`src/core/fwsr_pkg.sv`:
```
// Constants shared by the flash status poller host controller.
// Assumes a 20 MHz system clock and an asynchronous parallel flash outside.
// Contract
// Device status is valid from the last write strobe's rising edge.
// Poll bit reads inverted data while programming, true data when done.
// Same poll bit behaviour for programming during erase suspend.
// Program to protected sector shows busy about 2 us, then array data.
// Poll bit reads 0 during erase, 1 when done or suspended.
// Host polls at the programmed address during a program.
// Host polls at an address inside an erasing sector during erase.
// Poll bit may change alone; host trusts data only on later reads.
// Ready/busy is open-drain, shared, valid from final write strobe.
// Ready/busy low while erasing or programming, released when readable.
// Toggle one inverts each read while an operation is active.
// Toggle one valid from final strobe; reads ended by OE or CE.
// All-protected erase toggles about 100 us, then array reads.
// Partly protected erase skips protected sectors silently.
// Toggle one stops in erase suspend.
// Toggle one toggles during suspend programming, stops when done.
// Toggle two inverts on reads inside selected erase sectors.
// Host compares two consecutive full status reads; no change means done. The host compares only toggle one (bit 6) of the two reads.
// Toggling with timeout bit high: recheck; still toggling is failure, reset. The poller only sets its fail bit and issues no reset.
// Host rechecks poll bit after timeout bit seen set.
// Host restarts toggle check from its first step after any pause.
// Timeout bit set to 1 on pulse limit excess; host must reset. The poller only sets its fail bit and issues no reset.
// Erase window bit 0 while accepting sectors, 1 once erase begins.
// Status byte replaces array data on qualifying reads.
// Toggle bits invert once per completed read cycle.
package fwsr_pkg;
   // AXI4-Lite register byte offsets
   localparam logic [7:0] REG_CTRL   = 8'h00;  // [0] go, [1] mode poll(0)/toggle(1), [2] erase
   localparam logic [7:0] REG_ADDR   = 8'h04;
   localparam logic [7:0] REG_DATA   = 8'h08;  // Expected byte for poll mode
   localparam logic [7:0] REG_STATUS = 8'h0c;
   localparam logic [7:0] REG_LAST   = 8'h10;  // Last byte read from flash
   localparam int CTRL_GO    = 0;
   localparam int CTRL_TOG   = 1;
   localparam int CTRL_ERASE = 2;
   localparam int ST_BUSY    = 0;
   localparam int ST_DONE    = 1;
   localparam int ST_FAIL    = 2;
   localparam int ST_RDY_PIN = 3;
   localparam int ST_WINDOW  = 4;
   // Status bit positions in the flash data byte
   localparam int POLL_BIT  = 7;
   localparam int TOG1_BIT  = 6;
   localparam int TOUT_BIT  = 5;
   localparam int EWIN_BIT  = 3;
   localparam int TOG2_BIT  = 2;
   // Read cycle timing: flash access 90 ns max plus margin
   localparam int CLK_NS       = 50;
   localparam int T_ACC_NS     = 120;
   localparam int T_GAP_NS     = 50;
   localparam logic [3:0] ACC_CYC = 4'((T_ACC_NS + CLK_NS - 1) / CLK_NS);
   localparam logic [3:0] GAP_CYC = 4'((T_GAP_NS + CLK_NS - 1) / CLK_NS);
   localparam logic [3:0] SYNC_CYC = 4'h3;  // Depth of the data pin synchroniser
   localparam logic [1:0] AXI_OKAY   = 2'b00;
   localparam logic [1:0] AXI_SLVERR = 2'b10;
endpackage : fwsr_pkg

```
`src/core/fwsr_host.sv`:
```
// Host-side status poller for an embedded-algorithm parallel flash.
// Assumes software issues the program/erase command itself before starting a poll.
//
// Added by the designer: register access over AXI4-Lite and the placing of the registers.
`timescale 1ns/1ps
module fwsr_host #(
   parameter int AW = 20
) (
   input  wire logic          SYS_CLK,        // 20 MHz clock
   input  wire logic          RST_N,          // Sync reset, active low
   input  wire logic [7:0]    S_AWADDR,       // AXI write address
   input  wire logic          S_AWVALID,      // AXI
   output logic               S_AWREADY,      // AXI
   input  wire logic [31:0]   S_WDATA,        // AXI
   input  wire logic [3:0]    S_WSTRB,        // AXI
   input  wire logic          S_WVALID,       // AXI
   output logic               S_WREADY,       // AXI
   output logic [1:0]         S_BRESP,        // AXI
   output logic               S_BVALID,       // AXI
   input  wire logic          S_BREADY,       // AXI
   input  wire logic [7:0]    S_ARADDR,       // AXI
   input  wire logic          S_ARVALID,      // AXI
   output logic               S_ARREADY,      // AXI
   output logic [31:0]        S_RDATA,        // AXI
   output logic [1:0]         S_RRESP,        // AXI
   output logic               S_RVALID,       // AXI
   input  wire logic          S_RREADY,       // AXI
   output logic               FL_CE_N,        // Flash chip select
   output logic               FL_OE_N,        // Flash output enable
   output logic [AW-1:0]      FL_A,           // Flash address
   input  wire logic [7:0]    FL_DQ_IN,       // Flash data in
   input  wire logic          OP_DONE_PIN     // Open-drain ready/busy, pulled up
);
   // Address register is AW bits wide and must fit in one bus word
   if (AW < 1 || AW > 32) begin : g_aw_check
      $error("AW out of range");
   end
   typedef enum logic [2:0] {
      FWSR_IDLE = 3'b000, FWSR_RD1 = 3'b001, FWSR_RD2 = 3'b011,
      FWSR_CHK = 3'b010, FWSR_END = 3'b110
   } fwsr_st_e;
   fwsr_st_e st_q;
   logic [2:0]    ctrl_q;
   logic [AW-1:0] addr_q;
   logic [7:0]    exp_q, prev_q, last_q;
   logic          busy_q, done_q, fail_q, win_q, tout_seen_q;
   logic          rd_start_q;
   logic          rdy1_q, rdy2_q, rdy3_q, rdy_q;
   logic          aw_q, w_q;
   logic [7:0]    awa_q;
   logic [31:0]   wd_q;
   wire           rd_busy, rd_done;
   wire [7:0]     rd_byte;
   fwsr_rdcyc #(.AW(AW)) u_rd (
      .clk(SYS_CLK), .rst_n(RST_N), .start(rd_start_q), .addr(addr_q),
      .busy(rd_busy), .done(rd_done), .rdata(rd_byte),
      .ce_n(FL_CE_N), .oe_n(FL_OE_N), .a(FL_A), .dq_in(FL_DQ_IN)
   );
   ////////////////////////////////////////////////////////////////////////
   // Ready/busy pin: three flops, change accepted when last two agree
   always_ff @(posedge SYS_CLK) begin
      if (!RST_N) begin
         rdy1_q <= 1'b1; rdy2_q <= 1'b1; rdy3_q <= 1'b1; rdy_q <= 1'b1;
      end else begin
         rdy1_q <= OP_DONE_PIN; rdy2_q <= rdy1_q; rdy3_q <= rdy2_q;
         if (rdy2_q == rdy3_q) rdy_q <= rdy3_q;
      end
   end
   ////////////////////////////////////////////////////////////////////////
   // AXI4-Lite slave
   wire wr_go  = aw_q && w_q && !S_BVALID;
   wire wr_ctl = wr_go && (awa_q == fwsr_pkg::REG_CTRL) && wd_q[fwsr_pkg::CTRL_GO] && !busy_q;
   wire wr_ok  = (awa_q == fwsr_pkg::REG_CTRL) || (awa_q == fwsr_pkg::REG_ADDR) ||
                 (awa_q == fwsr_pkg::REG_DATA);
   wire [31:0] status_w = {27'h0, win_q, rdy_q, fail_q, done_q, busy_q};
   wire [31:0] rd_mux =
      (S_ARADDR == fwsr_pkg::REG_CTRL)   ? {29'h0, ctrl_q} :
      (S_ARADDR == fwsr_pkg::REG_ADDR)   ? 32'(addr_q) :
      (S_ARADDR == fwsr_pkg::REG_DATA)   ? {24'h0, exp_q} :
      (S_ARADDR == fwsr_pkg::REG_STATUS) ? status_w :
      (S_ARADDR == fwsr_pkg::REG_LAST)   ? {24'h0, last_q} : 32'h0;
   wire rd_hit = (S_ARADDR <= fwsr_pkg::REG_LAST) && (S_ARADDR[1:0] == 2'b00);
   always_ff @(posedge SYS_CLK) begin
      if (!RST_N) begin
         aw_q <= 1'b0; w_q <= 1'b0; awa_q <= 8'h00; wd_q <= 32'h0;
         S_AWREADY <= 1'b0; S_WREADY <= 1'b0; S_BVALID <= 1'b0; S_BRESP <= fwsr_pkg::AXI_OKAY;
         S_ARREADY <= 1'b0; S_RVALID <= 1'b0; S_RDATA <= 32'h0; S_RRESP <= fwsr_pkg::AXI_OKAY;
      end else begin
         S_AWREADY <= !aw_q && !S_AWREADY && S_AWVALID;
         S_WREADY  <= !w_q && !S_WREADY && S_WVALID;
         if (S_AWVALID && S_AWREADY) begin aw_q <= 1'b1; awa_q <= S_AWADDR; end
         if (S_WVALID && S_WREADY) begin w_q <= 1'b1; wd_q <= S_WDATA; end
         if (wr_go) begin
            aw_q <= 1'b0; w_q <= 1'b0; S_BVALID <= 1'b1;
            S_BRESP <= wr_ok ? fwsr_pkg::AXI_OKAY : fwsr_pkg::AXI_SLVERR;
         end else if (S_BREADY) S_BVALID <= 1'b0;
         S_ARREADY <= !S_ARREADY && !S_RVALID && S_ARVALID;
         if (S_ARVALID && S_ARREADY) begin
            S_RVALID <= 1'b1; S_RDATA <= rd_mux;
            S_RRESP <= rd_hit ? fwsr_pkg::AXI_OKAY : fwsr_pkg::AXI_SLVERR;
         end else if (S_RREADY) S_RVALID <= 1'b0;
      end
   end
   ////////////////////////////////////////////////////////////////////////
   // Poll engine
   // Poll done: erase wants 1, program wants true datum
   wire poll_ok   = ctrl_q[fwsr_pkg::CTRL_ERASE] ? rd_byte[fwsr_pkg::POLL_BIT]
                                                 : (rd_byte[fwsr_pkg::POLL_BIT] == exp_q[fwsr_pkg::POLL_BIT]);
   wire tog_moved = (rd_byte[fwsr_pkg::TOG1_BIT] != prev_q[fwsr_pkg::TOG1_BIT]);
   wire tout      = rd_byte[fwsr_pkg::TOUT_BIT];
   always_ff @(posedge SYS_CLK) begin
      if (!RST_N) begin
         st_q <= FWSR_IDLE; ctrl_q <= 3'h0; addr_q <= '0; exp_q <= 8'h00;
         prev_q <= 8'h00; last_q <= 8'h00; busy_q <= 1'b0; done_q <= 1'b0;
         fail_q <= 1'b0; win_q <= 1'b0; tout_seen_q <= 1'b0; rd_start_q <= 1'b0;
      end else begin
         rd_start_q <= 1'b0;
         if (wr_go && !busy_q && awa_q == fwsr_pkg::REG_ADDR) addr_q <= wd_q[AW-1:0];
         if (wr_go && !busy_q && awa_q == fwsr_pkg::REG_DATA) exp_q <= wd_q[7:0];
         if (wr_go && !busy_q && awa_q == fwsr_pkg::REG_CTRL) ctrl_q <= wd_q[2:0];
         if (rd_done) last_q <= rd_byte;
         unique case (st_q)
            FWSR_IDLE: if (wr_ctl) begin
               // Each start begins the check from its first read
               st_q <= FWSR_RD1; busy_q <= 1'b1; done_q <= 1'b0; fail_q <= 1'b0;
               tout_seen_q <= 1'b0; rd_start_q <= 1'b1;
            end
            FWSR_RD1: if (rd_done) begin
               prev_q <= rd_byte; win_q <= rd_byte[fwsr_pkg::EWIN_BIT];
               if (!ctrl_q[fwsr_pkg::CTRL_TOG] && poll_ok) begin
                  st_q <= FWSR_CHK; rd_start_q <= 1'b1;  // Confirm on a later read
               end else if (!ctrl_q[fwsr_pkg::CTRL_TOG] && tout) begin
                  if (tout_seen_q) begin st_q <= FWSR_END; fail_q <= 1'b1; end
                  else begin tout_seen_q <= 1'b1; rd_start_q <= 1'b1; end
               end else begin
                  st_q <= ctrl_q[fwsr_pkg::CTRL_TOG] ? FWSR_RD2 : FWSR_RD1;
                  rd_start_q <= 1'b1;
               end
            end
            FWSR_RD2: if (rd_done) begin
               prev_q <= rd_byte; win_q <= rd_byte[fwsr_pkg::EWIN_BIT];
               if (!tog_moved) begin
                  st_q <= FWSR_END; done_q <= 1'b1;
               end else if (tout && tout_seen_q) begin
                  st_q <= FWSR_END; fail_q <= 1'b1;
               end else begin
                  tout_seen_q <= tout; rd_start_q <= 1'b1;
               end
            end
            FWSR_CHK: if (rd_done) begin
               st_q <= FWSR_END; done_q <= poll_ok; fail_q <= !poll_ok;
            end
            default: begin
               st_q <= FWSR_IDLE; busy_q <= 1'b0;
            end
         endcase
      end
   end
   wire unused_ok = rd_busy | (|S_WSTRB);
endmodule : fwsr_host

```
`src/core/fwsr_rdcyc.sv`:
```
// Single asynchronous flash read cycle engine.
// Assumes flash data pins are synchronised here; one request at a time.
`timescale 1ns/1ps
module fwsr_rdcyc #(
   parameter int AW = 20
) (
   input  wire logic          clk,      // System clock
   input  wire logic          rst_n,    // Sync reset, active low
   input  wire logic          start,    // One-cycle request
   input  wire logic [AW-1:0] addr,     // Read address
   output logic               busy,     // Cycle in progress
   output logic               done,     // One-cycle pulse, data valid
   output logic [7:0]         rdata,    // Sampled byte
   output logic               ce_n,     // Chip select pin
   output logic               oe_n,     // Output enable pin
   output logic [AW-1:0]      a,        // Address pins
   input  wire logic [7:0]    dq_in     // Data pins in
);
   logic [7:0] s1_q, s2_q, s3_q;
   logic [3:0] cnt_q;
   typedef enum logic [1:0] {
      FWSR_PH_IDLE = 2'b00,
      FWSR_PH_ACC  = 2'b01,
      FWSR_PH_GAP  = 2'b11
   } fwsr_ph_e;
   fwsr_ph_e   ph_q;  // Idle, access, recovery gap
   // Three flops; data stable once last two agree
   wire stable = (s2_q == s3_q);
   always_ff @(posedge clk) begin
      if (!rst_n) begin
         s1_q <= 8'h00; s2_q <= 8'h00; s3_q <= 8'h00;
      end else begin
         s1_q <= dq_in; s2_q <= s1_q; s3_q <= s2_q;
      end
   end
   always_ff @(posedge clk) begin
      if (!rst_n) begin
         ph_q <= FWSR_PH_IDLE; cnt_q <= 4'h0; ce_n <= 1'b1; oe_n <= 1'b1;
         a <= '0; rdata <= 8'h00; done <= 1'b0; busy <= 1'b0;
      end else begin
         done <= 1'b0;
         unique case (ph_q)
            FWSR_PH_IDLE: if (start) begin
               ph_q <= FWSR_PH_ACC; a <= addr; ce_n <= 1'b0; oe_n <= 1'b0;
               // Access time plus synchroniser depth, so the byte sampled is from this cycle
               cnt_q <= fwsr_pkg::ACC_CYC + fwsr_pkg::SYNC_CYC; busy <= 1'b1;
            end
            FWSR_PH_ACC: if (cnt_q != 4'h0) cnt_q <= cnt_q - 4'h1;
               else if (stable) begin
                  // Raising OE/CE ends the cycle; the device toggles here
                  rdata <= s3_q; ce_n <= 1'b1; oe_n <= 1'b1;
                  ph_q <= FWSR_PH_GAP; cnt_q <= fwsr_pkg::GAP_CYC;
               end
            default: if (cnt_q != 4'h0) cnt_q <= cnt_q - 4'h1;
               else begin
                  ph_q <= FWSR_PH_IDLE; busy <= 1'b0; done <= 1'b1;
               end
         endcase
      end
   end
endmodule : fwsr_rdcyc

```
`config.mk`:
```
export PLATFORM = sky130hd
export DESIGN_NAME = fwsr_host
export DESIGN_NICKNAME = d
export VERILOG_FILES = /design/src/core/fwsr_pkg.sv /design/src/core/fwsr_host.sv /design/src/core/fwsr_rdcyc.sv
export SDC_FILE = /design/constraint.sdc
export NUM_CORES = 1
export LEC_CHECK = 0
export BUFFER_PORTS_ARGS = -buffer_cell sky130_fd_sc_hd__buf_4
export CAP_MARGIN = 15
export CORE_AREA = 2 2 193 100
export CTS_CLUSTER_SIZE = 14
export DETAILED_ROUTE_END_ITERATION = 6
export DIE_AREA = 0 0 195 102
export HOLD_SLACK_MARGIN = 0.02
export SLEW_MARGIN = 20
export SYNTH_ARGS = -nofsm -noshare
export SYNTH_HDL_FRONTEND = slang
export SYNTH_SLANG_ARGS = --single-unit
```
`constraint.sdc`:
```
create_clock -name SYS_CLK -period 4.06 [get_ports SYS_CLK]
set_input_delay 0.406 -clock SYS_CLK [delete_from_list [all_inputs] [get_ports SYS_CLK]]
set_output_delay 0.406 -clock SYS_CLK [all_outputs]
set_load 0.03 [all_outputs]
```
==> out/metrics.cfg <==
[status]
status=complete, no violations

[timing]
final_hold_viol_count=0
largest_clock_skew_in_the_final_design_ps=9.88
final_worst_setup_slack_ps=1890
timing.slew.headroom_pct=38.5
post-route-period-util_pct=53.3
finalSetupViolations=0
tightest_slew_ps=923
rsz0062_at_grt=false
timing.hold.ws_ps=169
fin_crit_ps=2170
fin_tns_setup_ps=0
fmax_mhz=462
slew_limit_fails=0

[layout]
diodes=0
proportion_of_layout_cells_with_a_drive_suffix_above_1_pct=16.6
nNetsFinal=891
area_growth_syn_to_layout_pct=22.0
layout.cells.most_common_list=sky130_fd_sc_hd__dfxtp_1, sky130_fd_sc_hd__nand2_1, sky130_fd_sc_hd__buf_4, sky130_fd_sc_hd__nor2_1, sky130_fd_sc_hd__a21oi_1
fillers=1812
layout_commonest_cell=sky130_fd_sc_hd__dfxtp_1

[hold_path]
hold_end=rdy1_q
holdPathStages=2
min_from=OP_DONE_PIN
worstHoldPathType=primary input to flip-flop

[critical_path]
arrival_ps=2450
worst_setup_path_end_kind=flip-flop
timing.critical_path.fanout_max=8
setup.reg_to_reg.worst_slack_ps=1890
cp_data_required_time_ps=4350
start_to_end_type_of_the_worst_setup_path=flip-flop to flip-flop
rr_worst_depth=8
crit_path_start_kind=flip-flop
worstReg2RegEnd=u_rd.rdata[4]
timing.rr.start=u_rd.cnt_q[0]

[routing]
routed_wl_um=15400
drt-initial-drc-count=229
routed_via_density=4.91
dr_total_vias=5281
postRouteAntennaNets=0
drc_errors=0
wl_per_cell_um=14.3
detailedRoute.firstPassIterationCount=5

[global_route]
number_of_antenna_violations_at_the_first_check_in_global_routing=0
grt_first_pass_wirelength_um=24600
first_global_vias=4879
grt_max_degree=90
global_route.usage.total_pct=15.8
grt_overflow=0

[yosys]
library_cells_used_by_synthesis=52
ys_seq_area_share_pct=51.3
yosys_register_bits=170
synthDominantCellAreaShare_pct=51.3
synthArstFlopShare_pct=0
syn-cell-area_um2=6640
synth_area_leaders=sky130_fd_sc_hd__dfxtp_1, sky130_fd_sc_hd__mux2i_1, sky130_fd_sc_hd__nand2_1, sky130_fd_sc_hd__a21oi_1, sky130_fd_sc_hd__nor2_1
synth-edff-count=0
synth_top_cell_by_area=sky130_fd_sc_hd__dfxtp_1
synthCells=749
synthFlopType=sky130_fd_sc_hd__dfxtp_1
yosys_warnings=0
post_synth.cell_area_avg_um2=8.86

[floorplan]
die_width_um=195
floorplan.rows=35
floorplan.io_pins=131
floorplan.core_area_um2=18100
total_die_area_um2=19900
floorplan.initialDensity_pct=36.6
die-height_um=102

[placement]
gp_congestion=0.801
hpwl_um=10500
place_ws_ps=1580
port_buffers=100

[power_and_ir_drop]
leakagePower_nw=3.24
post_route_total_power_mw=3.71
ir_worst_vdd_mv=0.265
power_density_nw_per_um2=459

[cts]
clock_path_buffers=2
cts_inserted_buffers=17
hold_buffers=0
worst_skew_pair_later_pin_latency_ps=420
tritoncts=built
clock_sinks=170
cts_htree_levels=4
clkSlewWorstSetupHoldPaths_ps=60
setup_fix_bufs_post_cts=0
cts_root_buf=sky130_fd_sc_hd__clkbuf_16
post_cts.resized_instances=0

[job]
cap_viol_max_count=0

## layer usage
metal / vias up / global-route usage (%) / routed length, µm
li1: 2665 / - / -
met1: 2506 / 20.2 / 7260
met2: 101 / 26.6 / 7390
met3: 9 / 4.46 / 646
met4: 0 / 4.11 / 91
met5: - / 0 / 0
## where the power goes
| part | internal, mW | total, mW | switching, mW |
|---|---|---|---|
| logic | 0.0640 | 0.166 | 0.102 |
| registers | 1.69 | 1.71 | 0.0168 |
| clock network | 1.16 | 1.84 | 0.678 |
| total | 2.92 | 3.71 | 0.797 |
## logic make-up (layout without fill, tap and decap cells)
logic type      after synthesis  in the layout  synth area share (%)
other cells                   1             14                0.0565
mux                          51             51                  7.69
simple gates                302            302                  20.9
flops                       170            170                  51.3
xor+xnor                      9              9                  1.19
buf+inv                      74            147                  5.77
compound gates              141            141                  12.9
fa+ha+maj                     1              1                 0.189
## cell usage after synthesis (2+ instances only)
master and number:
sky130_fd_sc_hd__buf_2 4, sky130_fd_sc_hd__nand2b_1 10, sky130_fd_sc_hd__buf_1 2, sky130_fd_sc_hd__nand4_1 5, sky130_fd_sc_hd__a21oi_1 76, sky130_fd_sc_hd__buf_12 2, sky130_fd_sc_hd__o31ai_1 2, sky130_fd_sc_hd__and2_1 28
sky130_fd_sc_hd__a22oi_1 22, sky130_fd_sc_hd__or3b_1 2, sky130_fd_sc_hd__inv_1 10, sky130_fd_sc_hd__nor3_1 10, sky130_fd_sc_hd__nor2_1 88, sky130_fd_sc_hd__nand2_1 117, sky130_fd_sc_hd__clkbuf_1 38, sky130_fd_sc_hd__nand3_1 20
sky130_fd_sc_hd__xnor2_1 9, sky130_fd_sc_hd__nor2b_1 7, sky130_fd_sc_hd__mux2i_1 51, sky130_fd_sc_hd__nor4b_1 4, sky130_fd_sc_hd__a32oi_1 2, sky130_fd_sc_hd__o221ai_1 4, sky130_fd_sc_hd__buf_4 16, sky130_fd_sc_hd__dfxtp_1 170
sky130_fd_sc_hd__o2bb2ai_1 5, sky130_fd_sc_hd__o2111ai_1 2, sky130_fd_sc_hd__or3_1 2, sky130_fd_sc_hd__a21o_1 4, sky130_fd_sc_hd__o21ai_0 14
## how the worst max path moves through the flow
| stage | depth (start not counted) | startpoint | to |
|---|---|---|---|
| 6_report | 8 | u_rd.cnt_q[0] | u_rd.rdata[4] |
| 3_3_place_gp | 4 | RST_N | S_AWREADY |
| 3_5_place_dp | 4 | RST_N | S_WREADY |
| 5_1_grt | 8 | u_rd.cnt_q[0] | u_rd.rdata[5] |
| 4_1_cts | 8 | u_rd.cnt_q[0] | u_rd.rdata[4] |
| 2_1_floorplan | 8 | S_BVALID | addr_q[0] |
## worst max-delay path, cell delays in order (launching register included)
cell                      delay [ps]
sky130_fd_sc_hd__dfxtp_1         320
sky130_fd_sc_hd__inv_1            80
sky130_fd_sc_hd__ha_1            180
sky130_fd_sc_hd__nor4b_1         540
sky130_fd_sc_hd__nand2_1         110
sky130_fd_sc_hd__nor3_1          280
sky130_fd_sc_hd__buf_4           260
sky130_fd_sc_hd__mux2i_1         220
sky130_fd_sc_hd__nor2_1           50
## registers in the layout, indices dropped and copies added, names as in the netlist, 4 cells and up
register,cells
S_RDATA,20
addr_q,20
u_rd.a,20
wd_q,20
awa_q,8
exp_q,8
last_q,8
u_rd.rdata,8
u_rd.s1_q,8
u_rd.s2_q,8
u_rd.s3_q,8
u_rd.cnt_q,4
## through the flow
stage / cell area (µm²) / util [%] / instances
floorplan: 6680 / - / 762
global placement: 7420 / 41.0 / 1043
detailed placement: 7420 / 41.0 / 1043
CTS: 8100 / 44.7 / 1075
global route: 8100 / 44.7 / 1075
finish: 8100 / 44.7 / 1075
## layout make-up
cell class / instances / area (µm²) / share of cell area [%]
well taps: 240 / 300 / 3.71
clock buffers: 18 / 429 / 5.30
flip-flops and latches: 170 / 3400 / 42.0
multi-input cells: 518 / 2900 / 35.8
clock inverters: 14 / 244 / 3.01
repair buffers: 104 / 781 / 9.64
inverters: 11 / 42.5 / 0.525
Note: power is estimated with default switching activity, not from simulation.
